**src/logic/prq_defines.svh**
```systemverilog
// register offsets, field positions, reset values and sizes for the page request queue registers
`ifndef PRQ_DEFINES_SVH
`define PRQ_DEFINES_SVH
`define PRQ_OFF_TAIL_LO    8'hC8
`define PRQ_OFF_TAIL_HI    8'hCC
`define PRQ_OFF_BASE_LO    8'hD0
`define PRQ_OFF_BASE_HI    8'hD4
`define PRQ_OFF_STATUS     8'hDC
`define PRQ_OFF_HEAD_LO    8'hC0
`define PRQ_OFF_HEAD_HI    8'hC4
`define PRQ_OFF_IRQ_STAT   8'hF0
`define PRQ_OFF_IRQ_EN     8'hF4
`define PRQ_OFF_IRQ_CLR    8'hF8
`define PRQ_TAIL_LSB       4
`define PRQ_TAIL_MSB       18
`define PRQ_BASE_LSB       12
`define PRQ_SIZE_MSB       2
`define PRQ_PEND_BIT       0
`define PRQ_ENTRY_SHIFT    8
`define PRQ_RESET_VAL      32'h00000000
`define PRQ_EVT_W          3
`endif

```
**src/logic/prq_pkg.sv**
```systemverilog
// types shared by the page request queue register block
`default_nettype none
package prq_pkg;
   // one entry presented for appending to the queue
   typedef struct packed {
      logic streaming_response_requested;
      logic last_page_in_group;
   } prq_entry_s;
   // interrupt event bits: pending set, entry written, entry dropped on full
   typedef enum logic [1:0] {
      PRQ_EVT_PEND = 2'h0,
      PRQ_EVT_WR   = 2'h1,
      PRQ_EVT_DROP = 2'h2
   } prq_evt_e;
   // append handshake state
   typedef enum logic [1:0] {
      PRQ_IDLE  = 2'h0,
      PRQ_WRITE = 2'h1,
      PRQ_ACK   = 2'h3
   } prq_state_e;
endpackage
`default_nettype wire

```
**src/logic/prq_regs.sv**
```systemverilog
// page request queue tail, base/size and pending status registers with avalon-mm slave
`timescale 1ns/10ps
`default_nettype none
`include "prq_defines.svh"
module prq_regs #(
   parameter int HOST_ADDR_W = 48
) (
   input  wire logic                  i_clk_sys,
   input  wire logic                  i_srst,
   input  wire logic                  i_page_request_supported,
   input  wire logic [7:0]            i_avs_address,
   input  wire logic                  i_avs_read,
   input  wire logic                  i_avs_write,
   input  wire logic [31:0]           i_avs_writedata,
   input  wire logic [3:0]            i_avs_byteenable,
   output logic [31:0]                o_avs_readdata,
   output logic                       o_avs_waitrequest,
   input  wire logic                  i_entry_valid,
   input  wire prq_pkg::prq_entry_s   i_entry,
   output logic                       o_entry_ready,
   output logic                       o_mem_wr_valid,
   output logic [63:0]                o_mem_wr_addr,
   input  wire logic                  i_mem_wr_done,
   output logic                       o_pend_event,
   output logic                       o_irq
);
   // refuse host address widths that the base register cannot hold
   if (HOST_ADDR_W < 13 || HOST_ADDR_W > 64) begin : g_bad_width
      $error("host address width out of range");
   end

   // ==========================================================
   // state
   logic [14:0]              tail_r;
   logic [14:0]              head_r;
   logic [51:0]              base_r;
   logic [2:0]               size_r;
   logic                     pend_r;
   logic [`PRQ_EVT_W-1:0]    irq_stat_r;
   logic [`PRQ_EVT_W-1:0]    irq_en_r;
   prq_pkg::prq_state_e      state_r;
   prq_pkg::prq_entry_s      entry_r;
   logic                     ack_r;

   // ==========================================================
   // bus decode
   wire logic        wr_acc   = i_avs_write & o_avs_waitrequest & ~ack_r;
   wire logic        rd_acc   = i_avs_read  & o_avs_waitrequest & ~ack_r;
   wire logic        sup      = i_page_request_supported;
   wire logic [31:0] be_mask  = {{8{i_avs_byteenable[3]}}, {8{i_avs_byteenable[2]}},
                                 {8{i_avs_byteenable[1]}}, {8{i_avs_byteenable[0]}}};
   wire logic [31:0] wdat     = i_avs_writedata & be_mask;

   function automatic logic hit(input logic [7:0] a, input logic [7:0] off);
      hit = (a == off);
   endfunction

   // base bits at and above the host address width are ignored
   wire logic [51:0] haw_mask = 52'((64'h1 << HOST_ADDR_W) - 64'h1 >> `PRQ_BASE_LSB);

   // entry count mask: 2^(X+8) entries, tail index wraps there
   wire logic [14:0] wrap_mask = 15'((32'h1 << (32'(size_r) + `PRQ_ENTRY_SHIFT)) - 32'h1);
   wire logic [14:0] tail_inc  = (tail_r + 15'h1) & wrap_mask;
   wire logic        q_full    = (tail_inc == (head_r & wrap_mask));

   // read mux; reserved bits and unsupported registers read zero
   wire logic [31:0] rd_mux =
      !sup                                  ? 32'h0 :
      hit(i_avs_address, `PRQ_OFF_TAIL_LO)  ? {13'h0, tail_r, 4'h0} :
      hit(i_avs_address, `PRQ_OFF_HEAD_LO)  ? {13'h0, head_r, 4'h0} :
      hit(i_avs_address, `PRQ_OFF_BASE_LO)  ? {base_r[19:0], 9'h0, size_r} :
      hit(i_avs_address, `PRQ_OFF_BASE_HI)  ? base_r[51:20] :
      hit(i_avs_address, `PRQ_OFF_STATUS)   ? {31'h0, pend_r} :
      hit(i_avs_address, `PRQ_OFF_IRQ_STAT) ? {29'h0, irq_stat_r} :
      hit(i_avs_address, `PRQ_OFF_IRQ_EN)   ? {29'h0, irq_en_r} : 32'h0;

   wire logic wr_tail = wr_acc & sup & hit(i_avs_address, `PRQ_OFF_TAIL_LO);
   wire logic wr_head = wr_acc & sup & hit(i_avs_address, `PRQ_OFF_HEAD_LO);
   wire logic wr_blo  = wr_acc & sup & hit(i_avs_address, `PRQ_OFF_BASE_LO);
   wire logic wr_bhi  = wr_acc & sup & hit(i_avs_address, `PRQ_OFF_BASE_HI);
   wire logic wr_stat = wr_acc & sup & hit(i_avs_address, `PRQ_OFF_STATUS);
   wire logic wr_ien  = wr_acc & hit(i_avs_address, `PRQ_OFF_IRQ_EN);
   wire logic wr_iclr = wr_acc & hit(i_avs_address, `PRQ_OFF_IRQ_CLR);

   // ==========================================================
   // append engine: take entry, write memory, then update tail and flag
   wire logic take     = (state_r == prq_pkg::PRQ_IDLE) & i_entry_valid & sup;
   wire logic drop     = take & q_full;
   wire logic done     = (state_r == prq_pkg::PRQ_WRITE) & i_mem_wr_done;
   wire logic ppr_set  = done & (entry_r.streaming_response_requested | entry_r.last_page_in_group);
   wire logic new_cond = ppr_set & ~pend_r;
   wire logic [`PRQ_EVT_W-1:0] evt = {drop, done, new_cond};

   prq_pkg::prq_state_e state_nxt;
   always_comb begin
      state_nxt = state_r;
      unique case (state_r)
         prq_pkg::PRQ_IDLE:  if (take && !q_full) state_nxt = prq_pkg::PRQ_WRITE;
         prq_pkg::PRQ_WRITE: if (i_mem_wr_done) state_nxt = prq_pkg::PRQ_ACK;
         prq_pkg::PRQ_ACK:   state_nxt = prq_pkg::PRQ_IDLE;
         default:            state_nxt = prq_pkg::PRQ_IDLE;
      endcase
   end

   // queue state registers
   always_ff @(posedge i_clk_sys) begin
      if (i_srst) begin
         state_r <= prq_pkg::PRQ_IDLE;
         entry_r <= '0;
         tail_r  <= 15'h0;
         head_r  <= 15'h0;
         base_r  <= 52'h0;
         size_r  <= 3'h0;
      end else begin
         state_r <= state_nxt;
         if (take) entry_r <= i_entry;
         if (done) tail_r <= tail_inc;
         else if (wr_tail && i_avs_byteenable[0] && i_avs_byteenable[2])
            tail_r <= wdat[`PRQ_TAIL_MSB:`PRQ_TAIL_LSB];
         if (wr_head) head_r <= wdat[`PRQ_TAIL_MSB:`PRQ_TAIL_LSB];
         if (wr_blo) begin
            base_r[19:0] <= wdat[31:12] & haw_mask[19:0];
            size_r       <= wdat[`PRQ_SIZE_MSB:0];
         end
         if (wr_bhi) base_r[51:20] <= wdat & haw_mask[51:20];
      end
   end

   // pending flag: set beats a same-cycle clear
   always_ff @(posedge i_clk_sys) begin
      if (i_srst) begin
         pend_r <= 1'b0;
      end else begin
         pend_r <= ppr_set | (pend_r & ~(wr_stat & wdat[`PRQ_PEND_BIT]));
      end
   end

   // interrupt status, enable and level output
   always_ff @(posedge i_clk_sys) begin
      if (i_srst) begin
         irq_stat_r <= '0;
         irq_en_r   <= '0;
         o_irq      <= 1'b0;
      end else begin
         irq_stat_r <= evt | (irq_stat_r & ~(wr_iclr ? wdat[`PRQ_EVT_W-1:0] : '0));
         if (wr_ien) irq_en_r <= wdat[`PRQ_EVT_W-1:0];
         o_irq      <= |(irq_stat_r & irq_en_r);
      end
   end

   // bus answer: one wait cycle, then data and waitrequest low
   always_ff @(posedge i_clk_sys) begin
      if (i_srst) begin
         ack_r             <= 1'b0;
         o_avs_waitrequest <= 1'b1;
         o_avs_readdata    <= `PRQ_RESET_VAL;
      end else begin
         ack_r             <= wr_acc | rd_acc;
         o_avs_waitrequest <= ~(wr_acc | rd_acc);
         if (rd_acc) o_avs_readdata <= rd_mux;
      end
   end

   // memory side outputs
   always_ff @(posedge i_clk_sys) begin
      if (i_srst) begin
         o_mem_wr_valid <= 1'b0;
         o_mem_wr_addr  <= 64'h0;
         o_entry_ready  <= 1'b0;
         o_pend_event   <= 1'b0;
      end else begin
         o_mem_wr_valid <= (state_nxt == prq_pkg::PRQ_WRITE) & ~i_mem_wr_done;
         if (take) o_mem_wr_addr <= {base_r, 12'h0} + {45'h0, tail_r, 4'h0};
         o_entry_ready  <= (state_nxt == prq_pkg::PRQ_IDLE);
         o_pend_event   <= new_cond;
      end
   end
endmodule // prq_regs
`default_nettype wire
```
**config.mk**
```make
export PLATFORM = sky130hd
export DESIGN_NAME = prq_regs
export DESIGN_NICKNAME = d
export VERILOG_FILES = /design/src/logic/prq_pkg.sv /design/src/logic/prq_regs.sv
export VERILOG_INCLUDE_DIRS = /design/src /design/src/logic
export SDC_FILE = /design/constraint.sdc
export NUM_CORES = 1
export LEC_CHECK = 0
export BUFFER_PORTS_ARGS = -buffer_cell sky130_fd_sc_hd__buf_2
export CORE_MARGIN = 1.5
export CORE_UTILIZATION = 55
export CTS_BUF_LIST = sky130_fd_sc_hd__clkbuf_8
export DETAILED_ROUTE_END_ITERATION = 8
export PLACE_DENSITY_LB_ADDON = 0.3
export SYNTH_ARGS = -nofsm -noshare
export SYNTH_HDL_FRONTEND = slang
export SYNTH_SLANG_ARGS = --single-unit
```
**constraint.sdc**
```tcl
create_clock -name i_clk_sys -period 3.9 [get_ports i_clk_sys]
set_input_delay 0.585 -clock i_clk_sys [delete_from_list [all_inputs] [get_ports i_clk_sys]]
set_output_delay 0.585 -clock i_clk_sys [all_outputs]
set_load 0.05 [all_outputs]
```
* Word-level counts from Yosys, hierarchy flattened *
Cells that the tools add are included.

cells by class
  bitwise gates (word level) = 36
  shift-type cells = 1
  multiplexer cells = 14
  add/subtract/negate cells = 4
  reduce and logical (&&, ||, !) cells = 8
  eq/ne operators = 11

operator list
  cell                   number
  $mux 32                4
  $eq 8x8->1 const B     8
  $add 48x19->49         1
  $and 32x32->32         1
  $and 15x15->15         2
  $mux 15                2
  $and 1x1->1            21
  $mux 16                1
  $add 15x1->15 const B  1
  $eq 15x15->1           1
  $shl 1x5->15 const A   1
  $sub 15x1->15 const B  1
  $mux 3                 4
  $and 3x3->3            2
  $add 3x4->5 const B    1
  $not 1->1              5
  $eq 2x1->1 const B     2
  $logic_not 2->1        2
  $mux 2                 2
  $pmux 2 s2             1
  $logic_and 1x1->1      3
  $not 3->3              1
  $or 1x1->1             3
  $or 3x3->3             1
  3 further kinds        3

word-level totals
  bits in registers = 182
  logic and storage cells = 93

* Longest topological paths before layout *
Gate-level depths: netlist (run 1).

  word-level depth = 11
  depth in mapped cells = 10
  depth with buffers taken out = 10

* Worst setup path before layout (run 1) *
OpenSTA, ideal clock, no wires.

  kind = register to register
  start point = register tail_r[8]
  end point = register o_mem_wr_addr[48]
  buffers on the path = 0
  cell stages (with the launch flop) = 10
  setup slack = 1.229 ns
  setup time = 0.070 ns
  data arrival time = 2.601 ns
  required time = 3.830 ns
  clock period less this slack = 2.671 ns
  cells stage by stage = dfxtp_1 ha_1 inv_1 fa_1 nor2b_1 o21a_1 o21ai_0 a2111oi_4 or4b_1 a21oi_1

between the ends
  cells in the longest elaborated chain, start to end = 1

RTL lines
  element                   line             RTL
  start: declaration        prq_regs.sv:34   logic [14:0] tail_r;
  start signal: assignment  prq_regs.sv:117  if (done) tail_r <= tail_inc;
  start signal: assignment  prq_regs.sv:119  tail_r <= wdat[`PRQ_TAIL_MSB:`PRQ_TAIL_LSB];
  $add 48x19->49            prq_regs.sv:173  if (take) o_mem_wr_addr <= {base_r, 12'h0} + {45'h0, tail_r, 4'h0};
  end signal: assignment    prq_regs.sv:173
  end: declaration          prq_regs.sv:22   output logic [63:0] o_mem_wr_addr,

Every way passes these cells.
A chain may end at the register's enable or synchronous reset.

* Worst setup path in the final report (run 1) *
  start point = register tail_r[0]
  end point = register o_entry_ready

between the ends
  cells in the longest elaborated chain, start to end = 8

RTL lines
  element                 line             RTL
  $add 15x1->15           prq_regs.sv:63   wire logic [14:0] tail_inc = (tail_r + 15'h1) & wrap_mask;
  $and 15x15->15          prq_regs.sv:63
  $eq 15x15->1            prq_regs.sv:64   wire logic q_full = (tail_inc == (head_r & wrap_mask));
  $logic_not 1->1         prq_regs.sv:98   prq_pkg::PRQ_IDLE: if (take && !q_full) state_nxt = prq_pkg::PRQ_WRITE;
  $logic_and 1x1->1       prq_regs.sv:98
  $mux 2                  prq_regs.sv:98
  $pmux 2 s2              prq_regs.sv:97   unique case (state_r)
  $logic_not 2->1         prq_regs.sv:174  o_entry_ready <= (state_nxt == prq_pkg::PRQ_IDLE);
  end signal: assignment  prq_regs.sv:174
  end: declaration        prq_regs.sv:20   output logic o_entry_ready,

Every way passes these cells.

==> out/summary.txt, run 1 <==
first-pass GRT wire length = 36200 µm
detailed placer's ending HPWL = 16600 µm
CTS Root Cell = clkbuf_8
post-synthesis sequential area ratio = 0.408
drt drc = 0
Core ar. = 14000 µm²
r2r startpoint = tail_r[0]
layout cells sized above 1 = 0.172
grt ovf = 0
routed via count = 7836
DRT Wirelength = 23300 µm
pwr/cell area = 368 nW/µm²
Final setup viols = 0
full die area = 15300 µm²
cts bufs inserted = 17
Initial Util = 0.570
Clock Pin Slew Worst Setup and Hold Paths = 0.08 ns
setup bufs post-CTS = 0
Critical Path Start = tail_r[0]
total power = 3340 µW
asr flop ratio synth = 0
kind of start point of the critical path = register
cell area after synthesis = 8000 µm²
Rel. slew slack = 0.314
wire length per cell = 17.8 µm
1st-pass router iterations = 6
PortBufs = 134
# rows = 43
capture point of the worst reg-to-reg path = o_entry_ready
area grow syn2layout = 13.6%
Leakage = 0.00341 µW
actual slew at the worst max-slew pin = 1.03 ns
Tightest Hold Check Type = input pin to register
H-tree levels = 4
CP Data Arrival Time = 3.52 ns
flops & latches, synth = 163
post_cts resized = 0
utilization after layout = 0.647
Post-synth EDFFs = 0
max cap viols = 0
routability cong. = 0.942
RSZ-0062 raised after global routing = no
worst endpoint required time = 4.31 ns
largest net degree at the start of global routing = 94
reg2reg path depth = 8
Clk Latency, worst-skew pair = 0.47 ns
Synth Area per Inst = 7.84 µm²
status = finished clean
Top FF cell, synth = dfxtp_1
die height = 124 µm
Final Max Slew Viols = 0
Final ANT Viol Nets = 0
CP endpoint = o_entry_ready
Synth Warn # = 0
Crit. End Element = register
vias in the first global route = 6754
number of top-level pins = 154
Sink Count = 163
Hold Buf Count CTS = 0
1st-iter DRT viols = 911
Global Route Usage Sum = 0.308
Mapped Cells = 1020
Final Hold Viols = 0
Clock Path Buffers = 2
CTS tree = yes
Die W = 124 µm
vias per cell = 5.98
Clock Skew = 0.00955 ns
fillers = 1232
Tcrit/Tclk final = 0.799
VDD IR max = 0.000247 V
Max Fclk = 321 MHz
Period minus WS final = 3.11 ns
Crit Path Max Fanout = 10
initial antenna violation count = 0
reg2reg setup slack = 0.79 ns
final net count = 1180
Netlist cell types = 67
setup tns final = 0 ns
critical path class = register to register
-- Yosys cell counts (4+ instances only) --
master      n  share of area
nor2_1    168          0.079
dfxtp_1   163           0.41
a21oi_1   141          0.088
nand2_1   108          0.051
clkbuf_1   57          0.027
o21ai_0    45          0.028
xnor2_1    34          0.037
nor3_1     33          0.021
nand3_1    32          0.020
a22oi_1    26          0.024
buf_4      19          0.018
nand4_1    16          0.013
xor2_1     14          0.015
a222oi_1   13          0.016
inv_1      12         0.0056
nor4_1     10         0.0078
buf_2       9         0.0056
a211oi_1    8         0.0075
and3_1      8         0.0063
ha_1        8          0.013
nand3b_1    8         0.0075
and2_1      6         0.0047
mux2i_1     6         0.0075
nor4b_1     5         0.0055
o21a_1      5         0.0047
and4_1      4         0.0044
or4_1       4         0.0038
-- layer usage --
layer,vias up,track usage,wire length [µm]
li1,3750,-,-
met1,3612,0.473,11100
met2,439,0.436,9700
met3,35,0.0527,2100
met4,0,0.0912,388
met5,-,0,0
-- cell type report --
| cell class | instances | area [µm²] | share of cell area |
|---|---|---|---|
| multi-input combinational | 777 | 4360 | 0.480 |
| antenna | 1 | 2.50 | 0.000275 |
| timing repair buffer | 147 | 771 | 0.0848 |
| clock buffer | 21 | 289 | 0.0318 |
| inverter | 12 | 45.0 | 0.00496 |
| sequential | 163 | 3260 | 0.359 |
| tap | 180 | 225 | 0.0248 |
| clock inverter | 9 | 130 | 0.0143 |
-- report_power, final --
group / leakage [µW] / total, µW / switching, µW / internal (µW)
sequential: 0.00132 / 1710 / 18.4 / 1690
combinational: 0.00187 / 323 / 256 / 67.3
clock: 0.000219 / 1310 / 616 / 693
total: 0.00341 / 3340 / 891 / 2450
-- worst max-delay path, cell delays in order (launching register included) --
cell and delay, ns:
dfxtp_1 0.50, ha_1 0.33, nand3_2 0.22, nor4_1 0.59, xnor2_1 0.21, o31ai_1 0.13, or4_1 0.55, o31ai_2 0.34
and2_1 0.19
-- metrics by stage --
stage | hold WS (ns) | instance area [µm²] | cells | setup WS (ns)
finish | 0.338 | 9080 | 1310 | 0.785
global route | 0.330 | 9080 | 1309 | 0.581
CTS | 0.321 | 9080 | 1309 | 0.857
detailed placement | 0.444 | 8660 | 1279 | 0.883
global placement | 0.438 | 8660 | 1279 | 0.996
floorplan | 0.422 | 8070 | 1038 | 1.23
-- flip-flops by register name, indices dropped and copies added, names as in the netlist --
signal	cells
ack_r	1
entry_r	2
size_r	3
head_r	15
irq_en_r	3
tail_r	15
base_r	36
pend_r	1
o_mem_wr_valid	1
o_pend_event	1
o_avs_waitrequest	1
o_avs_readdata	32
irq_stat_r	3
state_r	2
o_entry_ready	1
o_mem_wr_addr	45
o_irq	1
-- cell usage in the layout (no fill, tap or decap), types with 6 or more instances in the layout --
master / netlist / layout
conb_1: 1 / 19
nand4_1: 16 / 16
a22oi_1: 26 / 26
mux2i_1: 6 / 6
nor3_1: 33 / 32
inv_1: 12 / 13
a21oi_1: 141 / 141
nand3b_1: 8 / 8
a211oi_1: 8 / 8
nor2_1: 168 / 168
xor2_1: 14 / 14
o21ai_0: 45 / 45
a222oi_1: 13 / 13
nand2_1: 108 / 108
and3_1: 8 / 8
nand3_1: 32 / 32
buf_2: 9 / 133
nor4_1: 10 / 10
xnor2_1: 34 / 34
and2_1: 6 / 6
dfxtp_1: 163 / 163
ha_1: 8 / 8
buf_4: 19 / 14
clkbuf_8: 0 / 21
-- cell families (layout without fill, tap and decap cells) --
kind of cell | Yosys count | count (layout) | share of synthesized area
other | 1 | 20 | 0.000469
AND/OR/NAND/NOR | 430 | 430 | 0.258
XOR/XNOR | 50 | 50 | 0.0576
AO/OA/AOI/OAI | 263 | 263 | 0.197
flip-flops | 163 | 163 | 0.408
buffers and inverters | 98 | 189 | 0.0563
multiplexers | 6 | 6 | 0.00751
adder cells (fa/ha/maj) | 9 | 9 | 0.0150
-- how the worst min path moves through the flow --
stage	slack [ns]	depth (start not counted)	end	start
floorplan	0.42	1	o_pend_event	pend_r
global placement	0.44	2	o_mem_wr_addr[15]	o_mem_wr_addr[15]
detailed placement	0.44	2	o_mem_wr_addr[6]	o_mem_wr_addr[6]
CTS	0.32	2	o_mem_wr_valid	i_mem_wr_done
global route	0.33	2	o_mem_wr_valid	i_mem_wr_done
finish	0.34	2	o_mem_wr_valid	i_mem_wr_done
No activity file was read; power rests on OpenSTA's default activity.
==> run 2: changes to the inputs <==
- ABC_AREA: default -> 1
- clock period: 3.9 -> 3.21 ns (I/O delays scaled with it)
==> run 2 against run 1 <==
  * Synthesized cell count rose by 16%
  * Combinational power rose by 64%
  * Final cell count rose by 15%
  * Via count rose by 9.2%
  * Register-to-register slack got worse by 0.24 ns
  * Die area rose by 4.5%
  * Hold slack got worse by 0.16 ns
  * Count of clock-buffer cells in the layout fell by 3
  * Wire length rose by 13%
  * Sequential power rose by 23%
  * Sequential share of layout area fell by 1.7 points
  * Largest power group unchanged
  * Highest routed layer unchanged
==> out/summary.txt, run 2 <==
critical path's top delay family = simple AND/OR/NAND/NOR gates
status = finished clean
number of flip-flops in the largest register = 45
Top FF cell, synth = dfxtp_1
Tightest Hold Check Type = input pin to register
number of top-level pins = 154
initial antenna violation count = 0
PortBufs = 134
largest net degree at the start of global routing = 50
CP max-delay cell = dfxtp_1
kind of start point of the critical path = register
Crit Path Max Fanout = 7
# rows = 44
DRT Wirelength = 26300 µm
Clock Path Buffers = 2
top-area cell type share of the netlist area = 0.390
Final Hold Viols = 0
Synth top cells by count = 225 x nand2_1, 163 x dfxtp_1, 129 x inv_1
RSZ-0062 raised after global routing = no
flops & latches, synth = 163
Buf/Inv on CP = 3
worst endpoint required time = 3.60 ns
actual slew at the worst max-slew pin = 0.663 ns
final net count = 1365
Post-synth EDFFs = 0
CP Data Arrival Time = 3.05 ns
1st-pass router iterations = 6
die height = 126 µm
Clk Latency, worst-skew pair = 0.48 ns
reg2reg setup slack = 0.55 ns
non-filler instance count after layout = 1500
Synth Warn # = 0
largest reg by FF count = o_mem_wr_addr
Synth Area in Simple Gates = 0.260
vias in the first global route = 7857
Max stage delay on crit path = 0.49 ns
setup tns final = 0 ns
Sink Count = 163
pwr/cell area = 444 nW/µm²
commonest non-fill, non-tap cell in the layout = nand2_1
DP Area = 9110 µm²
Clock Skew = 0.0179 ns
DP Cell Count = 1468
Hold Path Cell Cnt = 2
CP most frequent cell = nand2_1
Crit. End Element = register
Final setup viols = 0
Final Instance Area = 9530 µm²
post-synthesis sequential area ratio = 0.390
CTS tree = yes
Final ANT Viol Nets = 0
cell internal pwr = 2930 µW
Net Sw Frac = 0.307
cell area after synthesis = 8370 µm²
layout cells sized above 1 = 0.169
largest family of logic cells by synthesized area = simple AND/OR/NAND/NOR gates
Rel. slew slack = 0.557
register share of total power = 0.498
Die W = 126 µm
Period minus WS final = 2.66 ns
setup bufs post-CTS = 0
Synth Area per Inst = 7.06 µm²
Initial Util = 0.569
1st-iter DRT viols = 822
most frequent cells in the layout = 225 x nand2_1, 163 x dfxtp_1, 134 x buf_2
Synth Area in Adders = 0.0143
Max Fclk = 376 MHz
switching power = 1300 µW
leading area contributor after synthesis = dfxtp_1
Final Max Slew Viols = 0
routability cong. = 1.00
capture point of the worst reg-to-reg path = o_mem_wr_addr[40]
most frequent cell after synthesis = nand2_1
Compound-Gate Fraction of Synth Area = 0.200
utilization after layout = 0.648
first-pass GRT wire length = 41400 µm
Hold Buf Count CTS = 0
Tcrit/Tclk final = 0.829
VDD IR max = 0.000416 V
vias per cell = 5.70
Mapped Cells = 1186
hold_sp = i_mem_wr_done
most area-consuming cells after synthesis = dfxtp_1 39%, nand2_1 10%, a21oi_1 6.5%, o21ai_0 6.0%, inv_1 5.8%
top flop regs = o_mem_wr_addr: 45 flops, base_r: 36 flops, o_avs_readdata: 32 flops
grt ovf = 0
asr flop ratio synth = 0
Leakage = 0.00417 µW
CP cell instances = ha_1 > inv_1 > fa_1 > inv_1 > nand3_1 > nand2_1 > a21oi_2 > o21ai_4 > nand2_1 > nor2_1 > nand2_1 > nand2_1 > nand3_1 > o211ai_1 > inv_1
post_cts resized = 0
CTS Root Cell = clkbuf_8
cts bufs inserted = 17
Clock Pin Slew Worst Setup and Hold Paths = 0.10 ns
reg2reg path depth = 15
Clock Power Share = 0.377
mux contribution to synthesized area = 0
Core ar. = 14700 µm²
area grow syn2layout = 13.8%
H-tree levels = 4
full die area = 16000 µm²
Logic pwr share = 0.126
Antenna Cells = 0
r2r startpoint = tail_r[8]
Netlist cell types = 52
max cap viols = 0
Global Route Usage Sum = 0.333
detailed placer's ending HPWL = 19800 µm
post-synthesis xor/xnor area fraction = 0.0277
WHS Endpoint = o_mem_wr_valid
drt drc = 0
critical path class = register to register
routed via count = 8553
wire length per cell = 17.5 µm
run 2: changes by cell type after synthesis, moves of 13 or more:
cell | before | now
inv_1 | 12 | 129
nand2_1 | 108 | 225
nor2_1 | 168 | 112
o21ai_0 | 45 | 100
nand3_1 | 32 | 76
a21oi_1 | 141 | 108
xnor2_1 | 34 | 4
a22oi_1 | 26 | 0
o211ai_1 | 1 | 25
clkbuf_1 | 57 | 37
nor3_1 | 33 | 17
o221ai_1 | 1 | 16
a222oi_1 | 13 | 0
run 2: kinds of logic (layout without fill, tap and decap cells):
kind of cell / Yosys count / after routing
simple gates: 488 / 488
compound gates: 291 / 291
buf+inv: 210 / 322
flops: 163 / 163
xor+xnor: 24 / 24
fa+ha+maj: 9 / 9
other cells: 1 / 19
run 2: worst max-delay path by stage:
stage / from / to / cells past startpoint
2_1_floorplan: tail_r[8] / o_mem_wr_addr[40] / 15
3_3_place_gp: tail_r[8] / o_mem_wr_addr[40] / 15
3_5_place_dp: tail_r[8] / o_mem_wr_addr[40] / 15
4_1_cts: tail_r[8] / o_mem_wr_addr[40] / 15
5_1_grt: tail_r[8] / o_mem_wr_addr[40] / 15
6_report: tail_r[8] / o_mem_wr_addr[40] / 15
run 2: cell type report:
| cell class | count | area (µm²) |
|---|---|---|
| multi-input combinational | 831 | 4280 |
| clock inverter | 14 | 168 |
| inverter | 137 | 514 |
| fill | 1384 | 5170 |
| tap | 184 | 230 |
| clock buffer | 18 | 248 |
| timing repair buffer | 153 | 826 |
| sequential | 163 | 3260 |
run 2: power groups by stage:
stage / Combinational, µW / Clock, µW / Sequential [µW]
after floorplan: 250 / 0 / 2290
after global placement: 521 / 0 / 2150
after detailed placement: 526 / 0 / 2150
after CTS: 527 / 1600 / 2110
after global routing: 567 / 1690 / 2110
final: 531 / 1600 / 2110
run 2: metrics by stage:
step                setup WS (ns)  hold slack (ns)  total power, µW
floorplan                   0.924            0.410             2540
global placement            0.653            0.425             2670
CTS                         0.572            0.172             4240
detailed placement          0.598            0.432             2680
finish                      0.549            0.180             4230
global route                0.311            0.162             4370
run 2: per-layer routing:
metal / wire (µm) / share of wire / vias up / GRT usage
li1: - / - / 4160 / -
met1: 11100 / 0.42 / 3956 / 0.438
met2: 12000 / 0.46 / 379 / 0.532
met3: 2030 / 0.077 / 58 / 0.0624
met4: 1150 / 0.044 / 0 / 0.152
met5: 0 / 0 / - / 0
